$ cat src/hw/dtp_pkg.sv
// constants and types shared by the dual timer / pwm block
package dtp_pkg;
  localparam int NUM_UNITS = 2;
  localparam int NUM_CH = 8;
  localparam int UNIT0_CH = 5;
  localparam int NUM_PINS = 5;
  localparam int NSYNC = 8;
  localparam int STAT_W = 10;
  localparam int TOF_BIT0 = 8;
  localparam int PIN_CH4 = 5;
  localparam int SYNC_REF = 2;
  localparam int SYNC_PIN0 = 3;
  localparam int CNT_W = 16;
  localparam int PS_W = 7;
  localparam logic [11:0] OFS_SC = 12'h000;
  localparam logic [11:0] OFS_CNT = 12'h004;
  localparam logic [11:0] OFS_MOD = 12'h008;
  localparam logic [11:0] UNIT_STRIDE = 12'h040;
  localparam logic [11:0] CH_BASE = 12'h080;
  localparam logic [11:0] CH_STRIDE = 12'h008;
  localparam logic [11:0] OFS_CSC = 12'h000;
  localparam logic [11:0] OFS_CV = 12'h004;
  localparam logic [11:0] OFS_STATUS = 12'h0C0;
  localparam logic [11:0] OFS_MASK = 12'h0C4;
  localparam logic [11:0] OFS_CLKGEN = 12'h0C8;
  localparam logic [15:0] CNT_MAX = 16'hFFFF;
  localparam logic [15:0] CNT_ZERO = 16'h0000;
  localparam logic [15:0] CNT_ONE = 16'h0001;
  localparam logic [6:0] PS_ONE = 7'h01;
  localparam logic [6:0] PS_ALL = 7'h7F;
  typedef enum logic [1:0] {
    CLK_OFF = 2'b00, CLK_BUS = 2'b01, CLK_FIXED = 2'b10, CLK_EXT = 2'b11
  } dtp_clksel_t;
  typedef enum logic [1:0] {
    CH_OFF = 2'b00, CH_CAPTURE = 2'b01, CH_COMPARE = 2'b10, CH_PWM = 2'b11
  } dtp_chmode_t;
  typedef enum logic [1:0] {
    CG_SELF = 2'b00, CG_INT_ENG = 2'b01, CG_EXT_BYP = 2'b10,
    CG_EXT_ENG = 2'b11
  } dtp_clkgen_t;
  localparam logic [1:0] SEL_RISE = 2'b01;
  localparam logic [1:0] SEL_FALL = 2'b10;
  localparam logic [1:0] SEL_BOTH = 2'b11;
  localparam logic [1:0] ACT_CLEAR = 2'b01;
  localparam logic [1:0] ACT_SET = 2'b10;
  localparam logic [1:0] ACT_TOGGLE = 2'b11;
  typedef struct packed {
    logic enable;
    logic center;
    dtp_clksel_t clksel;
    logic [2:0] presc;
  } dtp_unit_ctrl_t;
  typedef struct packed {
    logic pol;
    logic [1:0] sel;
    dtp_chmode_t mode;
  } dtp_ch_ctrl_t;
  localparam dtp_unit_ctrl_t UNIT_CTRL_RST = '{1'b0, 1'b0, CLK_BUS, 3'h0};
  localparam dtp_ch_ctrl_t CH_CTRL_RST = '{1'b1, 2'b00, CH_OFF};
endpackage

$ cat src/hw/dtp_timer.sv
// dual timer / pwm block with apb register access
//
// The APB interface to the registers and the placing of the registers were left to the implementer.
`timescale 1ns/1ps
`default_nettype none
// Overview of operation
// - each unit times everything from its own 16-bit counter behind a prescaler
// - one bit per unit turns all its channels not set off into center-aligned pwm
// - each channel is capture, compare or buffered edge pwm on its own
// - capture latches the counter on rising, falling or either pin edge
// - a compare match sets, clears or toggles the channel pin
// - each pwm channel has its own output polarity bit
// - each unit picks bus clock, fixed system clock or external pin
// - prescaler divides by one up to 128 in eight power-of-two steps
// - counter counts up freely, or up and down in center mode
// - a 16-bit modulus sets the counter range and overflow period
// - one interrupt source per channel plus one per terminal count
// - with the clock generator on an external source, fixed system clock runs at reference oscillator rate over two
// - first unit has five channels, four pinned; second three, one pinned
// - one shared pin per pinned channel, driven only while the channel is in compare or pwm mode
// - external bypass mode takes system clock straight from external source
// - clock generator leaves reset in self-clocked mode
module dtp_timer (
  input wire logic pclk, // bus clock
  input wire logic presetn, // async reset, active low
  input wire logic psel, // apb select
  input wire logic penable, // apb access phase
  input wire logic pwrite, // apb write
  input wire logic [11:0] paddr, // apb byte address
  input wire logic [31:0] pwdata, // apb write data
  output logic [31:0] prdata, // apb read data
  output logic pready, // apb ready
  output logic pslverr, // apb error, unmapped address
  input wire logic [1:0] ext_clk, // external count clock per unit
  input wire logic reference_oscillator_clock, // reference oscillator
  input wire logic [4:0] timer_channel_pin_i, // pin levels
  output logic [4:0] timer_channel_pin_o, // pin drive values
  output logic [4:0] timer_channel_pin_oe, // pin owned by timer
  output logic ext_bypass_active, // system clock from external source
  output logic irq // level interrupt
);
  logic [31:0] prdata_reg;
  logic pready_reg;
  logic pslverr_reg;
  logic [4:0] pin_o_reg;
  logic [4:0] pin_oe_reg;
  logic bypass_reg;
  logic irq_reg;
  logic [9:0] status_reg;
  logic [9:0] mask_reg;
  logic [9:0] events;
  dtp_pkg::dtp_clkgen_t clkgen_reg;
  dtp_pkg::dtp_unit_ctrl_t uctrl_reg [2];
  logic [15:0] cnt_reg [2];
  logic [15:0] mod_reg [2];
  logic [6:0] ps_reg [2];
  logic down_reg [2];
  logic [1:0] utick;
  logic [1:0] boundary;
  dtp_pkg::dtp_ch_ctrl_t cctrl_reg [8];
  logic [15:0] cv_reg [8];
  logic [15:0] duty_reg [8];
  logic [7:0] ch_out;
  logic [7:0] ch_oe;
  logic [2:0] sync_reg [8];
  logic [7:0] lvl_reg;
  logic [7:0] lvl_d_reg;
  logic [7:0] rise;
  logic [7:0] fall;
  logic [7:0] sync_in;
  logic fix_half_reg;
  logic fix_tick_reg;
  logic access;
  logic wr_en;
  logic [31:0] rd_next;
  logic hit;

  assign prdata = prdata_reg;
  assign pready = pready_reg;
  assign pslverr = pslverr_reg;
  assign timer_channel_pin_o = pin_o_reg;
  assign timer_channel_pin_oe = pin_oe_reg;
  assign ext_bypass_active = bypass_reg;
  assign irq = irq_reg;

  // zero-wait slave: answer in the first access cycle
  assign access = psel & penable & pready_reg;
  assign wr_en = access & pwrite & hit;

  always_ff @(posedge pclk or negedge presetn)
  begin
    if (!presetn)
    begin
      pready_reg <= 1'b0;
      pslverr_reg <= 1'b0;
      prdata_reg <= 32'h0000_0000;
    end
    else
    begin
      pready_reg <= psel & ~penable;
      pslverr_reg <= psel & ~penable & ~hit;
      prdata_reg <= (psel & ~penable & ~pwrite) ? rd_next : 32'h0000_0000;
    end
  end

  always_comb
  begin
    rd_next = 32'h0000_0000;
    hit = 1'b0;
    for (int u = 0; u < dtp_pkg::NUM_UNITS; u++)
    begin
      if (paddr == dtp_pkg::OFS_SC + 12'(u) * dtp_pkg::UNIT_STRIDE)
      begin
        hit = 1'b1;
        rd_next = {25'h0, uctrl_reg[u]};
      end
      if (paddr == dtp_pkg::OFS_CNT + 12'(u) * dtp_pkg::UNIT_STRIDE)
      begin
        hit = 1'b1;
        rd_next = {16'h0, cnt_reg[u]};
      end
      if (paddr == dtp_pkg::OFS_MOD + 12'(u) * dtp_pkg::UNIT_STRIDE)
      begin
        hit = 1'b1;
        rd_next = {16'h0, mod_reg[u]};
      end
    end
    for (int c = 0; c < dtp_pkg::NUM_CH; c++)
    begin
      if (paddr == dtp_pkg::CH_BASE + 12'(c) * dtp_pkg::CH_STRIDE +
          dtp_pkg::OFS_CSC)
      begin
        hit = 1'b1;
        rd_next = {27'h0, cctrl_reg[c]};
      end
      if (paddr == dtp_pkg::CH_BASE + 12'(c) * dtp_pkg::CH_STRIDE +
          dtp_pkg::OFS_CV)
      begin
        hit = 1'b1;
        rd_next = {16'h0, cv_reg[c]};
      end
    end
    if (paddr == dtp_pkg::OFS_STATUS)
    begin
      hit = 1'b1;
      rd_next = {22'h0, status_reg};
    end
    if (paddr == dtp_pkg::OFS_MASK)
    begin
      hit = 1'b1;
      rd_next = {22'h0, mask_reg};
    end
    if (paddr == dtp_pkg::OFS_CLKGEN)
    begin
      hit = 1'b1;
      rd_next = {30'h0, clkgen_reg};
    end
  end

  // bypass flag follows clock generator mode
  always_ff @(posedge pclk or negedge presetn)
  begin
    if (!presetn)
    begin
      clkgen_reg <= dtp_pkg::CG_SELF;
      bypass_reg <= 1'b0;
    end
    else
    begin
      if (wr_en && paddr == dtp_pkg::OFS_CLKGEN)
        clkgen_reg <= dtp_pkg::dtp_clkgen_t'(pwdata[1:0]);
      bypass_reg <= (clkgen_reg == dtp_pkg::CG_EXT_BYP);
    end
  end

  // sticky events, set beats a same-cycle clear
  always_ff @(posedge pclk or negedge presetn)
  begin
    if (!presetn)
    begin
      status_reg <= 10'h000;
      mask_reg <= 10'h000;
      irq_reg <= 1'b0;
    end
    else
    begin
      if (wr_en && paddr == dtp_pkg::OFS_STATUS)
        status_reg <= (status_reg & ~pwdata[9:0]) | events;
      else
        status_reg <= status_reg | events;
      if (wr_en && paddr == dtp_pkg::OFS_MASK)
        mask_reg <= pwdata[9:0];
      irq_reg <= |(status_reg & mask_reg);
    end
  end

  // pin and clock inputs: three flops, change taken when last two agree
  assign sync_in = {timer_channel_pin_i, reference_oscillator_clock, ext_clk};
  assign rise = lvl_reg & ~lvl_d_reg;
  assign fall = ~lvl_reg & lvl_d_reg;
  genvar s;
  generate
    for (s = 0; s < dtp_pkg::NSYNC; s++)
    begin : g_sync
      always_ff @(posedge pclk or negedge presetn)
      begin
        if (!presetn)
        begin
          sync_reg[s] <= 3'h0;
          lvl_reg[s] <= 1'b0;
          lvl_d_reg[s] <= 1'b0;
        end
        else
        begin
          sync_reg[s] <= {sync_reg[s][1:0], sync_in[s]};
          if (sync_reg[s][1] == sync_reg[s][2])
            lvl_reg[s] <= sync_reg[s][2];
          lvl_d_reg[s] <= lvl_reg[s];
        end
      end
    end
  endgenerate

  // one tick every second rising reference edge
  always_ff @(posedge pclk or negedge presetn)
  begin
    if (!presetn)
    begin
      fix_half_reg <= 1'b0;
      fix_tick_reg <= 1'b0;
    end
    else
    begin
      if (rise[dtp_pkg::SYNC_REF])
        fix_half_reg <= ~fix_half_reg;
      fix_tick_reg <= rise[dtp_pkg::SYNC_REF] & fix_half_reg;
    end
  end

  genvar u;
  generate
    for (u = 0; u < dtp_pkg::NUM_UNITS; u++)
    begin : g_unit
      logic src_tick;
      logic [6:0] ps_mask;
      logic [15:0] top;
      logic at_top;
      // fixed clock is dead unless clock generator uses external source
      always_comb
      begin
        case (uctrl_reg[u].clksel)
          dtp_pkg::CLK_BUS: src_tick = 1'b1;
          dtp_pkg::CLK_FIXED: src_tick = fix_tick_reg &
            (clkgen_reg == dtp_pkg::CG_EXT_BYP ||
             clkgen_reg == dtp_pkg::CG_EXT_ENG);
          dtp_pkg::CLK_EXT: src_tick = rise[u];
          default: src_tick = 1'b0;
        endcase
      end
      // divide by two to the power presc
      assign ps_mask = dtp_pkg::PS_ALL >> (3'h7 - uctrl_reg[u].presc);
      assign utick[u] = uctrl_reg[u].enable & src_tick &
        ((ps_reg[u] & ps_mask) == ps_mask);
      // modulus zero leaves full 16-bit range
      assign top = (mod_reg[u] == dtp_pkg::CNT_ZERO) ? dtp_pkg::CNT_MAX :
        mod_reg[u];
      assign at_top = (cnt_reg[u] >= top);
      assign boundary[u] = utick[u] & at_top & ~(uctrl_reg[u].center &
        down_reg[u]);
      assign events[dtp_pkg::TOF_BIT0 + u] = boundary[u];
      always_ff @(posedge pclk or negedge presetn)
      begin
        if (!presetn)
        begin
          uctrl_reg[u] <= dtp_pkg::UNIT_CTRL_RST;
          mod_reg[u] <= dtp_pkg::CNT_ZERO;
        end
        else if (wr_en)
        begin
          if (paddr == dtp_pkg::OFS_SC + 12'(u) * dtp_pkg::UNIT_STRIDE)
            uctrl_reg[u] <= dtp_pkg::dtp_unit_ctrl_t'(pwdata[6:0]);
          if (paddr == dtp_pkg::OFS_MOD + 12'(u) * dtp_pkg::UNIT_STRIDE)
            mod_reg[u] <= pwdata[15:0];
        end
      end
      always_ff @(posedge pclk or negedge presetn)
      begin
        if (!presetn)
        begin
          ps_reg[u] <= 7'h00;
          cnt_reg[u] <= dtp_pkg::CNT_ZERO;
          down_reg[u] <= 1'b0;
        end
        else if (wr_en &&
          paddr == dtp_pkg::OFS_CNT + 12'(u) * dtp_pkg::UNIT_STRIDE)
        begin
          // any write restarts the count from zero
          ps_reg[u] <= 7'h00;
          cnt_reg[u] <= dtp_pkg::CNT_ZERO;
          down_reg[u] <= 1'b0;
        end
        else
        begin
          if (uctrl_reg[u].enable & src_tick)
            ps_reg[u] <= ps_reg[u] + dtp_pkg::PS_ONE;
          if (utick[u])
          begin
            // center bit reshapes the whole unit
            if (uctrl_reg[u].center)
            begin
              if (!down_reg[u] && at_top)
              begin
                down_reg[u] <= 1'b1;
                cnt_reg[u] <= cnt_reg[u] - dtp_pkg::CNT_ONE;
              end
              else if (down_reg[u] && cnt_reg[u] == dtp_pkg::CNT_ZERO)
              begin
                down_reg[u] <= 1'b0;
                cnt_reg[u] <= dtp_pkg::CNT_ONE;
              end
              else if (down_reg[u])
                cnt_reg[u] <= cnt_reg[u] - dtp_pkg::CNT_ONE;
              else
                cnt_reg[u] <= cnt_reg[u] + dtp_pkg::CNT_ONE;
            end
            else if (at_top)
            begin
              down_reg[u] <= 1'b0;
              cnt_reg[u] <= dtp_pkg::CNT_ZERO;
            end
            else
            begin
              down_reg[u] <= 1'b0;
              cnt_reg[u] <= cnt_reg[u] + dtp_pkg::CNT_ONE;
            end
          end
        end
      end
    end
  endgenerate

  // channels 0-4 on unit 0, 5-7 on unit 1
  genvar c;
  generate
    for (c = 0; c < dtp_pkg::NUM_CH; c++)
    begin : g_ch
      localparam int U = (c < dtp_pkg::UNIT0_CH) ? 0 : 1;
      localparam int P = (c < 4) ? c : 4;
      localparam bit PINNED = (c < 4) || (c == dtp_pkg::PIN_CH4);
      logic edge_hit;
      logic cap_ev;
      logic cmp_ev;
      logic active;
      logic is_pwm;
      logic cv_wr;
      logic out_reg;
      // internal channels see no pin
      assign edge_hit = PINNED &&
        ((cctrl_reg[c].sel == dtp_pkg::SEL_RISE &&
          rise[dtp_pkg::SYNC_PIN0 + P]) ||
         (cctrl_reg[c].sel == dtp_pkg::SEL_FALL &&
          fall[dtp_pkg::SYNC_PIN0 + P]) ||
         (cctrl_reg[c].sel == dtp_pkg::SEL_BOTH &&
          (rise[dtp_pkg::SYNC_PIN0 + P] | fall[dtp_pkg::SYNC_PIN0 + P])));
      // mode per channel, center bit overrides to pwm
      assign is_pwm = uctrl_reg[U].center ?
        (cctrl_reg[c].mode != dtp_pkg::CH_OFF) :
        (cctrl_reg[c].mode == dtp_pkg::CH_PWM);
      assign cap_ev = ~uctrl_reg[U].center & edge_hit &
        (cctrl_reg[c].mode == dtp_pkg::CH_CAPTURE);
      assign cmp_ev = ~uctrl_reg[U].center & utick[U] &
        (cctrl_reg[c].mode == dtp_pkg::CH_COMPARE) &
        (cnt_reg[U] == cv_reg[c]);
      assign events[c] = cap_ev | cmp_ev | (is_pwm & boundary[U]);
      assign active = cnt_reg[U] < duty_reg[c];
      assign cv_wr = wr_en && paddr == dtp_pkg::CH_BASE +
        12'(c) * dtp_pkg::CH_STRIDE + dtp_pkg::OFS_CV;
      always_ff @(posedge pclk or negedge presetn)
      begin
        if (!presetn)
        begin
          cctrl_reg[c] <= dtp_pkg::CH_CTRL_RST;
          cv_reg[c] <= dtp_pkg::CNT_ZERO;
        end
        else
        begin
          if (wr_en && paddr == dtp_pkg::CH_BASE +
            12'(c) * dtp_pkg::CH_STRIDE + dtp_pkg::OFS_CSC)
            cctrl_reg[c] <= dtp_pkg::dtp_ch_ctrl_t'(pwdata[4:0]);
          // capture wins over a same-cycle software write
          if (cap_ev)
            cv_reg[c] <= cnt_reg[U];
          else if (cv_wr)
            cv_reg[c] <= pwdata[15:0];
        end
      end
      // duty buffer reloads at period boundary, and every cycle while the channel is not pwm
      always_ff @(posedge pclk or negedge presetn)
      begin
        if (!presetn)
          duty_reg[c] <= dtp_pkg::CNT_ZERO;
        else if (boundary[U] || !is_pwm)
          duty_reg[c] <= cv_reg[c];
      end
      always_ff @(posedge pclk or negedge presetn)
      begin
        if (!presetn)
          out_reg <= 1'b0;
        else if (is_pwm)
          out_reg <= cctrl_reg[c].pol ? active : ~active;
        else if (cmp_ev)
        begin
          case (cctrl_reg[c].sel)
            dtp_pkg::ACT_CLEAR: out_reg <= 1'b0;
            dtp_pkg::ACT_SET: out_reg <= 1'b1;
            dtp_pkg::ACT_TOGGLE: out_reg <= ~out_reg;
            default: out_reg <= out_reg;
          endcase
        end
      end
      assign ch_out[c] = out_reg;
      assign ch_oe[c] = is_pwm | (cctrl_reg[c].mode == dtp_pkg::CH_COMPARE);
    end
  endgenerate

  // pin owned only while channel drives it
  genvar p;
  generate
    for (p = 0; p < dtp_pkg::NUM_PINS; p++)
    begin : g_pin
      localparam int CH = (p < 4) ? p : dtp_pkg::PIN_CH4;
      always_ff @(posedge pclk or negedge presetn)
      begin
        if (!presetn)
        begin
          pin_o_reg[p] <= 1'b0;
          pin_oe_reg[p] <= 1'b0;
        end
        else
        begin
          pin_o_reg[p] <= ch_out[CH];
          pin_oe_reg[p] <= ch_oe[CH];
        end
      end
    end
  endgenerate
endmodule
`default_nettype wire

$ cat config.mk
export PLATFORM = sky130hd
export DESIGN_NAME = dtp_timer
export DESIGN_NICKNAME = d
export VERILOG_FILES = /design/src/hw/dtp_pkg.sv /design/src/hw/dtp_timer.sv
export SDC_FILE = /design/constraint.sdc
export NUM_CORES = 1
export LEC_CHECK = 0
export BUFFER_PORTS_ARGS = -buffer_cell sky130_fd_sc_hd__buf_2
export CAP_MARGIN = 20
export CORE_UTILIZATION = 55
export CTS_CLUSTER_DIAMETER = 40
export DETAILED_ROUTE_END_ITERATION = 8
export GPL_TIMING_DRIVEN = 0
export PLACE_DENSITY = 0.72
export SYNTH_ARGS = -nofsm -noshare
export SYNTH_HDL_FRONTEND = slang
export SYNTH_SLANG_ARGS = --single-unit
$ cat constraint.sdc
create_clock -name pclk -period 5.56 [get_ports pclk]
set_input_delay 0.278 -clock pclk [delete_from_list [all_inputs] [get_ports pclk]]
set_output_delay 0.278 -clock pclk [all_outputs]
set_load 0.02 [all_outputs]
==> flow_metrics.py, run 1 <==
metrics = {
    "logic_synthesis": {
        "syn-cell-area_um2": 26000,
        "synth_compound_area_frac": 0.158,
        "synth_top_area_cell": "dfrtp_1",
        "synthDominantCellAreaShare": 0.415,
        "avgSynthCellArea_um2": 9.76,
        "ys_types": 87,
        "synth-simple-area-share": 0.145,
        "yosysWarningCount": 0,
        "synth.area.top_cells": "dfrtp_1, mux2_2, ha_1, mux2i_1, nor2_1",
        "synth_mux_area_frac": 0.106,
        "synth-xor-area-share": 0.0512,
        "synth_common_cells": "dfrtp_1, nor2_1, nand2_1, a21oi_1, mux2_2",
        "synthAdderAreaFrac": 0.0642,
        "ys_async_sr_fraction": 1.00,
        "ys_seq_area_frac": 0.425,
        "synth_top_family_by_area": "compound AO/OA/AOI/OAI gates",
        "postSynthCellCount": 2663,
        "synth_most_common_cell": "dfrtp_1",
        "synth_edf_count": 0,
        "synth-seq-cells": 441,
        "synth_ff_type": "dfrtp_1",
    },
    "power_and_ir_drop": {
        "irDropWorstVdd_uv": 278,
        "p_per_area_nw_per_um2": 284,
        "p_leak_nw": 13.4,
        "pwr-share-seq": 0.381,
        "p_sw_frac": 0.248,
        "power_switching_w": 0.00213,
        "clkPwrFrac": 0.588,
        "combPwrFrac": 0.032,
        "p_int_w": 0.00643,
    },
    "cells_and_area": {
        "drive_above_1_share": 0.169,
        "nets": 3019,
        "final_cells": 3510,
        "area_growth_pct": 15.9,
        "largest_register_ffs": 128,
        "nFillCells": 3763,
    },
    "setup_path": {
        "r2r_start": "mod_reg[26]",
        "path_class": "reg2reg",
        "endpoint_kind": "register",
        "critPathLaunchType": "register",
        "r2r_end": "duty_reg[86]",
        "reg2reg_depth": 15,
        "worst-r2r-setup-slack_ns": 0.36,
        "worstPathMaxFanout": 10,
        "cp.arrival_ns": 5.73,
        "required_ns": 6.10,
    },
    "floorplanning": {
        "die_w_um": 219,
        "core_area_um2": 46600,
        "initial_core_util": 0.558,
        "die_h_um": 219,
        "die-area_um2": 48100,
        "floorplan.rows": 79,
        "io_pins": 103,
    },
    "timing": {
        "fin_setup_tns_ns": 0,
        "fin_crit_ns": 5.20,
        "finalHoldViolations": 0,
        "setup_viol": 0,
        "fmax_ghz": 0.192,
        "period_share": 0.935,
        "worst_pin_slew_ns": 1.18,
        "drv_slew": 0,
        "fin_skew_ns": 0.0234,
        "max_slew_margin": 0.210,
        "whs_ns": 0.00343,
        "rsz0062_at_grt": "no",
    },
    "grt": {
        "grt_pass1_wl_mm": 146,
        "grt_max_degree": 119,
        "grt_overflow_total": 0,
        "grt_use_total": 0.418,
        "antenna_found_initial": 3,
        "grt_pass1_vias": 22100,
    },
    "hold_path": {
        "holdCritStartpoint": "pwrite",
        "hold_path_depth": 4,
        "min_to": "prdata[0]",
        "hold_class": "in2reg",
    },
    "drt": {
        "first_pass_iters": 9,
        "drc_errors": 0,
        "first_iter_violations": 3619,
        "drt-total-wl_mm": 100,
        "vias_per_cell": 6.72,
        "ant_nets": 0,
        "vias": 23600,
        "wire_per_inst_um": 28.5,
    },
    "placement": {
        "dpl.hpwl_mm": 75.3,
        "port_buffers": 62,
        "globalplace.congestion": 1.00,
        "dp.cells": 3351,
    },
    "clock_tree": {
        "cts_tree": "built",
        "clock_latency_ns": 0.64,
        "numClockSinks": 441,
        "cts_post_setup_buffers_inserted": 0,
        "cts_root_buf": "clkbuf_16",
        "cts.htree.levels": 3,
        "clockBufferDepth": 3,
        "clkTransAtPathRegs_ns": 0.06,
        "cts_buffers": 76,
    },
    "run": {
        "cap_violations": 0,
    },
    "outcome": {
        "status": "finished clean",
    },
}
## kinds of logic (layout without fill, tap and decap cells)
family,after synthesis,in the layout
AND/OR/NAND/NOR,743,743
AO/OA/AOI/OAI,627,627
flip-flops,441,441
buffers and inverters,308,532
multiplexers,255,255
XOR/XNOR,152,152
adder cells (fa/ha/maj),136,136
other,1,17
## cell usage in the layout (no fill, tap or decap), drive strengths merged, types with 10 or more instances in the layout
cell type | netlist | layout
nand2b | 23 | 23
a32oi | 10 | 10
o211ai | 14 | 14
conb | 1 | 16
or3 | 11 | 11
o31ai | 10 | 10
clkbuf | 109 | 192
a22oi | 25 | 25
o22ai | 20 | 20
o221ai | 14 | 14
mux2 | 163 | 163
dfstp | 10 | 10
a221oi | 33 | 33
xor2 | 68 | 68
a222oi | 14 | 14
nor4b | 13 | 13
a21boi | 10 | 10
a211oi | 22 | 22
dlygate4sd3 | 0 | 15
a22o | 20 | 20
mux2i | 92 | 92
a31oi | 28 | 28
inv | 113 | 132
nand3 | 54 | 54
dfrtp | 431 | 431
and3 | 32 | 32
nand4 | 45 | 45
nor2 | 235 | 235
ha | 123 | 123
o21ai | 146 | 146
buf | 85 | 152
clkinv | 1 | 23
nand2 | 177 | 177
maj3 | 13 | 13
a21o | 38 | 38
nor3 | 58 | 58
bufinv | 0 | 10
nor4 | 49 | 49
a21oi | 164 | 164
xnor2 | 84 | 84
## layer usage
| metal | up-vias | GRT usage | part of all wire |
|---|---|---|---|
| met5 | - | 0 | 0.00013 |
| met4 | 2 | 0.169 | 0.040 |
| met3 | 234 | 0.0948 | 0.12 |
| met2 | 1590 | 0.594 | 0.42 |
| met1 | 11700 | 0.610 | 0.42 |
| li1 | 10000 | - | - |
## timing repair
item / 4_1_cts / 5_1_grt
endpoints found under the hold margin: 109 / 0
endpoints found under the setup margin: 0 / 0
hold buffers: 15 / 0
resized for setup: 0 / 0
## layout make-up
class | count | area [um2] | share of cell area
antenna | 1 | 2.50 | 0.0000831
buffer | 194 | 885 | 0.0294
clock buffer | 82 | 1970 | 0.0653
clock inverter | 59 | 766 | 0.0254
inverter | 114 | 428 | 0.0142
multi-input combinational | 1929 | 13700 | 0.455
sequential | 441 | 11000 | 0.367
tap | 607 | 759 | 0.0252
timing repair buffer | 83 | 576 | 0.0191
## power groups by stage
stage                     logic [W]  registers (W)  clock network (W)
after floorplan            0.000113        0.00331                  0
after detailed placement   0.000258        0.00331                  0
final                      0.000271        0.00326            0.00503
after global routing       0.000295        0.00326            0.00519
after global placement     0.000242        0.00331                  0
after CTS                  0.000269        0.00326            0.00503
## through the flow
stage / power, W / area, um2 / utilization / setup slack [ns]
after floorplan: 0.00342 / 26000 / - / 1.93
after global placement: 0.00355 / 27100 / 0.582 / -4.66
after detailed placement: 0.00357 / 27200 / 0.585 / 0.668
after CTS: 0.00855 / 30100 / 0.647 / 0.628
after global routing: 0.00874 / 30100 / 0.647 / 0.218
final: 0.00856 / 30100 / 0.647 / 0.364
## worst max-delay path, cell delays in order, from the launching register on
cell and delay, ns:
dfrtp_1 0.48, nor4_1 0.75, and4_1 0.30, clkbuf_1 0.23
clkbuf_1 0.45, nor2_1 0.10, ha_1 0.32, nand2_1 0.07
nor2_1 0.23, o2111ai_1 0.27, o21ai_1 0.48, nand3_1 0.35
nand2_1 0.24, clkbuf_1 0.60, nand2_1 0.11, o21ai_0 0.11
## how the worst max path moves through the flow
| stage | from | to | slack [ns] | cells past startpoint |
|---|---|---|---|---|
| finish | mod_reg[26] | duty_reg[86] | 0.36 | 15 |
| global route | mod_reg[26] | duty_reg[94] | 0.22 | 15 |
| CTS | mod_reg[26] | duty_reg[93] | 0.63 | 15 |
| detailed placement | mod_reg[26] | duty_reg[93] | 0.67 | 15 |
| global placement | presetn | fix_half_reg | -4.66 | 1 |
| floorplan | mod_reg[2] | duty_reg[37] | 1.93 | 16 |
(Power assumes the default switching activity.)
==> run 2, diff against run 1 <==
- CORE_UTILIZATION: 55 -> 50
- PLACE_DENSITY: 0.72 -> 0.67
- SKIP_LAST_GASP: default -> 1
==> run 2 against run 1 <==
Against the previous run:
- the flow now finishes with violations (design-rule violations)
- cell area is 0.74% higher
- clock-buffer cell count increased by 14
- global-route usage fell by 3.2 points
- total power rose by 1.3%
- combinational power is essentially flat
- sequential share of layout area decreased by 0.27 points
- maximum frequency is 1.4% lower
- sequential power barely moved
- register-to-register slack got worse by 0.07 ns
==> flow_metrics.py, run 2 (same netlist as run 1, synthesis figures left out) <==
metrics = {
    "outcome": {
        "status": "finished with violations",
        "failed_checks": "design-rule violations",
    },
    "cells_and_area": {
        "largest_register_ffs": 128,
        "final_cells": 3590,
        "drive_above_1_share": 0.170,
        "nets": 3025,
        "final_common_cell": "dfrtp_1",
        "area_growth_pct": 16.8,
        "antenna_cells": 0,
        "layout_common_cells": "dfrtp_1, nor2_1, nand2_1, mux2_2, a21oi_1",
    },
    "floorplanning": {
        "die_w_um": 230,
        "die_h_um": 230,
        "core_area_um2": 51300,
        "initial_core_util": 0.507,
        "floorplan.rows": 83,
        "die-area_um2": 52900,
        "io_pins": 103,
    },
    "hold_path": {
        "min_to": "cv_reg[80]",
        "holdCritStartpoint": "pwdata[0]",
        "hold_path_depth": 3,
        "hold_class": "in2reg",
    },
    "setup_path": {
        "endpoint_kind": "register",
        "cp_slowest_stage_delay_ns": 0.78,
        "reg2reg_depth": 15,
        "critPathBufInv": 4,
        "slowest_stage": "nor4_1",
        "path_class": "reg2reg",
        "worstPathCellList": "nor4_1, and4_1, clkbuf_1, clkbuf_1, nor2_1, ha_1, nand2_1, nor2_1, o2111ai_1, o21ai_1, clkbuf_1, nand2_1, a21oi_2, buf_4, a221o_1",
        "worst-r2r-setup-slack_ns": 0.29,
        "worstPathMaxFanout": 10,
        "critPathLaunchType": "register",
        "r2r_start": "mod_reg[26]",
        "crit_family": "simple AND/OR/NAND/NOR gates",
        "r2r_end": "status_reg[1]",
        "cp.arrival_ns": 5.82,
        "required_ns": 6.12,
        "cp_common_cell": "clkbuf_1",
    },
    "drt": {
        "dr_wl_met2_mm": 42.7,
        "drt-total-wl_mm": 102,
        "ant_nets": 0,
        "wire_per_inst_um": 28.4,
        "wl_met3_mm": 10.8,
        "first_iter_violations": 3208,
        "vias": 23400,
        "top_layer_used": "met4",
        "vias_per_cell": 6.51,
        "wl_met1_mm": 44.6,
        "drc_errors": 6,
        "first_pass_iters": 9,
    },
    "clock_tree": {
        "cts_buffers": 80,
        "clockBufferDepth": 3,
        "clock_latency_ns": 0.64,
        "cts.htree.levels": 3,
        "cts_root_buf": "clkbuf_16",
        "numClockSinks": 441,
        "cts_post_setup_buffers_inserted": 0,
        "clkTransAtPathRegs_ns": 0.06,
        "cts_tree": "built",
    },
    "timing": {
        "setup_viol": 0,
        "finalHoldViolations": 0,
        "drv_slew": 0,
        "finalWorstSetupSlack_ns": 0.291,
        "whs_ns": 0.0340,
        "fin_skew_ns": 0.0280,
        "period_share": 0.948,
        "max_slew_margin": 0.153,
        "fin_crit_ns": 5.27,
        "worst_pin_slew_ns": 1.26,
        "fmax_ghz": 0.190,
        "fin_setup_tns_ns": 0,
        "rsz0062_at_grt": "no",
    },
    "grt": {
        "grt_pass1_vias": 22200,
        "grt_pass1_wl_mm": 150,
        "antenna_found_initial": 3,
        "grt_overflow_total": 0,
        "grt_use_total": 0.386,
        "grt_max_degree": 110,
    },
    "run": {
        "cap_violations": 0,
    },
    "power_and_ir_drop": {
        "irDropWorstVdd_uv": 321,
        "p_leak_nw": 13.5,
        "p_per_area_nw_per_um2": 286,
        "total_power_w": 0.00866,
    },
    "placement": {
        "dp.cells": 3426,
        "globalplace.congestion": 0.972,
        "port_buffers": 62,
        "dpl.hpwl_mm": 77.3,
        "post-place-ws_ns": 0.395,
    },
}
-- run 2: layout make-up --
class	instances	area, um2
repair buffers	85	613
inverters	114	428
flip-flops and latches	441	11000
fillers	4497	21000
clock inverters	51	609
multi-input cells	1929	13700
plain buffers	194	885
clock buffers	96	2220
well taps	680	851
-- run 2: worst max-delay path by stage --
stage | cells past startpoint | end | slack [ns] | from
after global routing | 16 | cnt_reg[4] | 0.13 | mod_reg[10]
after CTS | 15 | status_reg[2] | 0.36 | mod_reg[26]
after floorplan | 16 | duty_reg[37] | 1.93 | mod_reg[2]
after global placement | 1 | sync_reg[17] | -4.85 | presetn
after detailed placement | 15 | status_reg[3] | 0.39 | mod_reg[26]
final | 15 | status_reg[1] | 0.29 | mod_reg[26]
-- run 2: metal layers --
metal,GRT usage,vias up
li1,-,10000
met1,0.567,11700
met2,0.549,1422
met3,0.0900,234
met4,0.142,0
met5,0,-
-- run 2: worst min-delay path, delay by kind of cell --
kind	cells	cell delay, ns
compound gates	1	0.07
buf+inv	1	0.14
mux	1	0.12
-- run 2: what timing repair did --
item                                    in CTS  in global routing
hold endpoints to repair                    65                  0
gates resized for setup                      0                  1
hold buffers                                16                  0
endpoints found under the setup margin       0                  4
-- run 2: per-stage QoR --
step           instance area, um2  utilization
2_1_floorplan               26000            -
3_3_place_gp                27200        0.530
3_5_place_dp                27400        0.533
4_1_cts                     30300        0.591
5_1_grt                     30300        0.592
6_report                    30300        0.592
-- run 2: report_power, final --
| group | internal (W) | leakage [nW] | switching (W) |
|---|---|---|---|
| registers | 0.00324 | 5.86 | 0.0000174 |
| logic | 0.0000766 | 6.24 | 0.000197 |
| clock network | 0.00327 | 1.38 | 0.00186 |
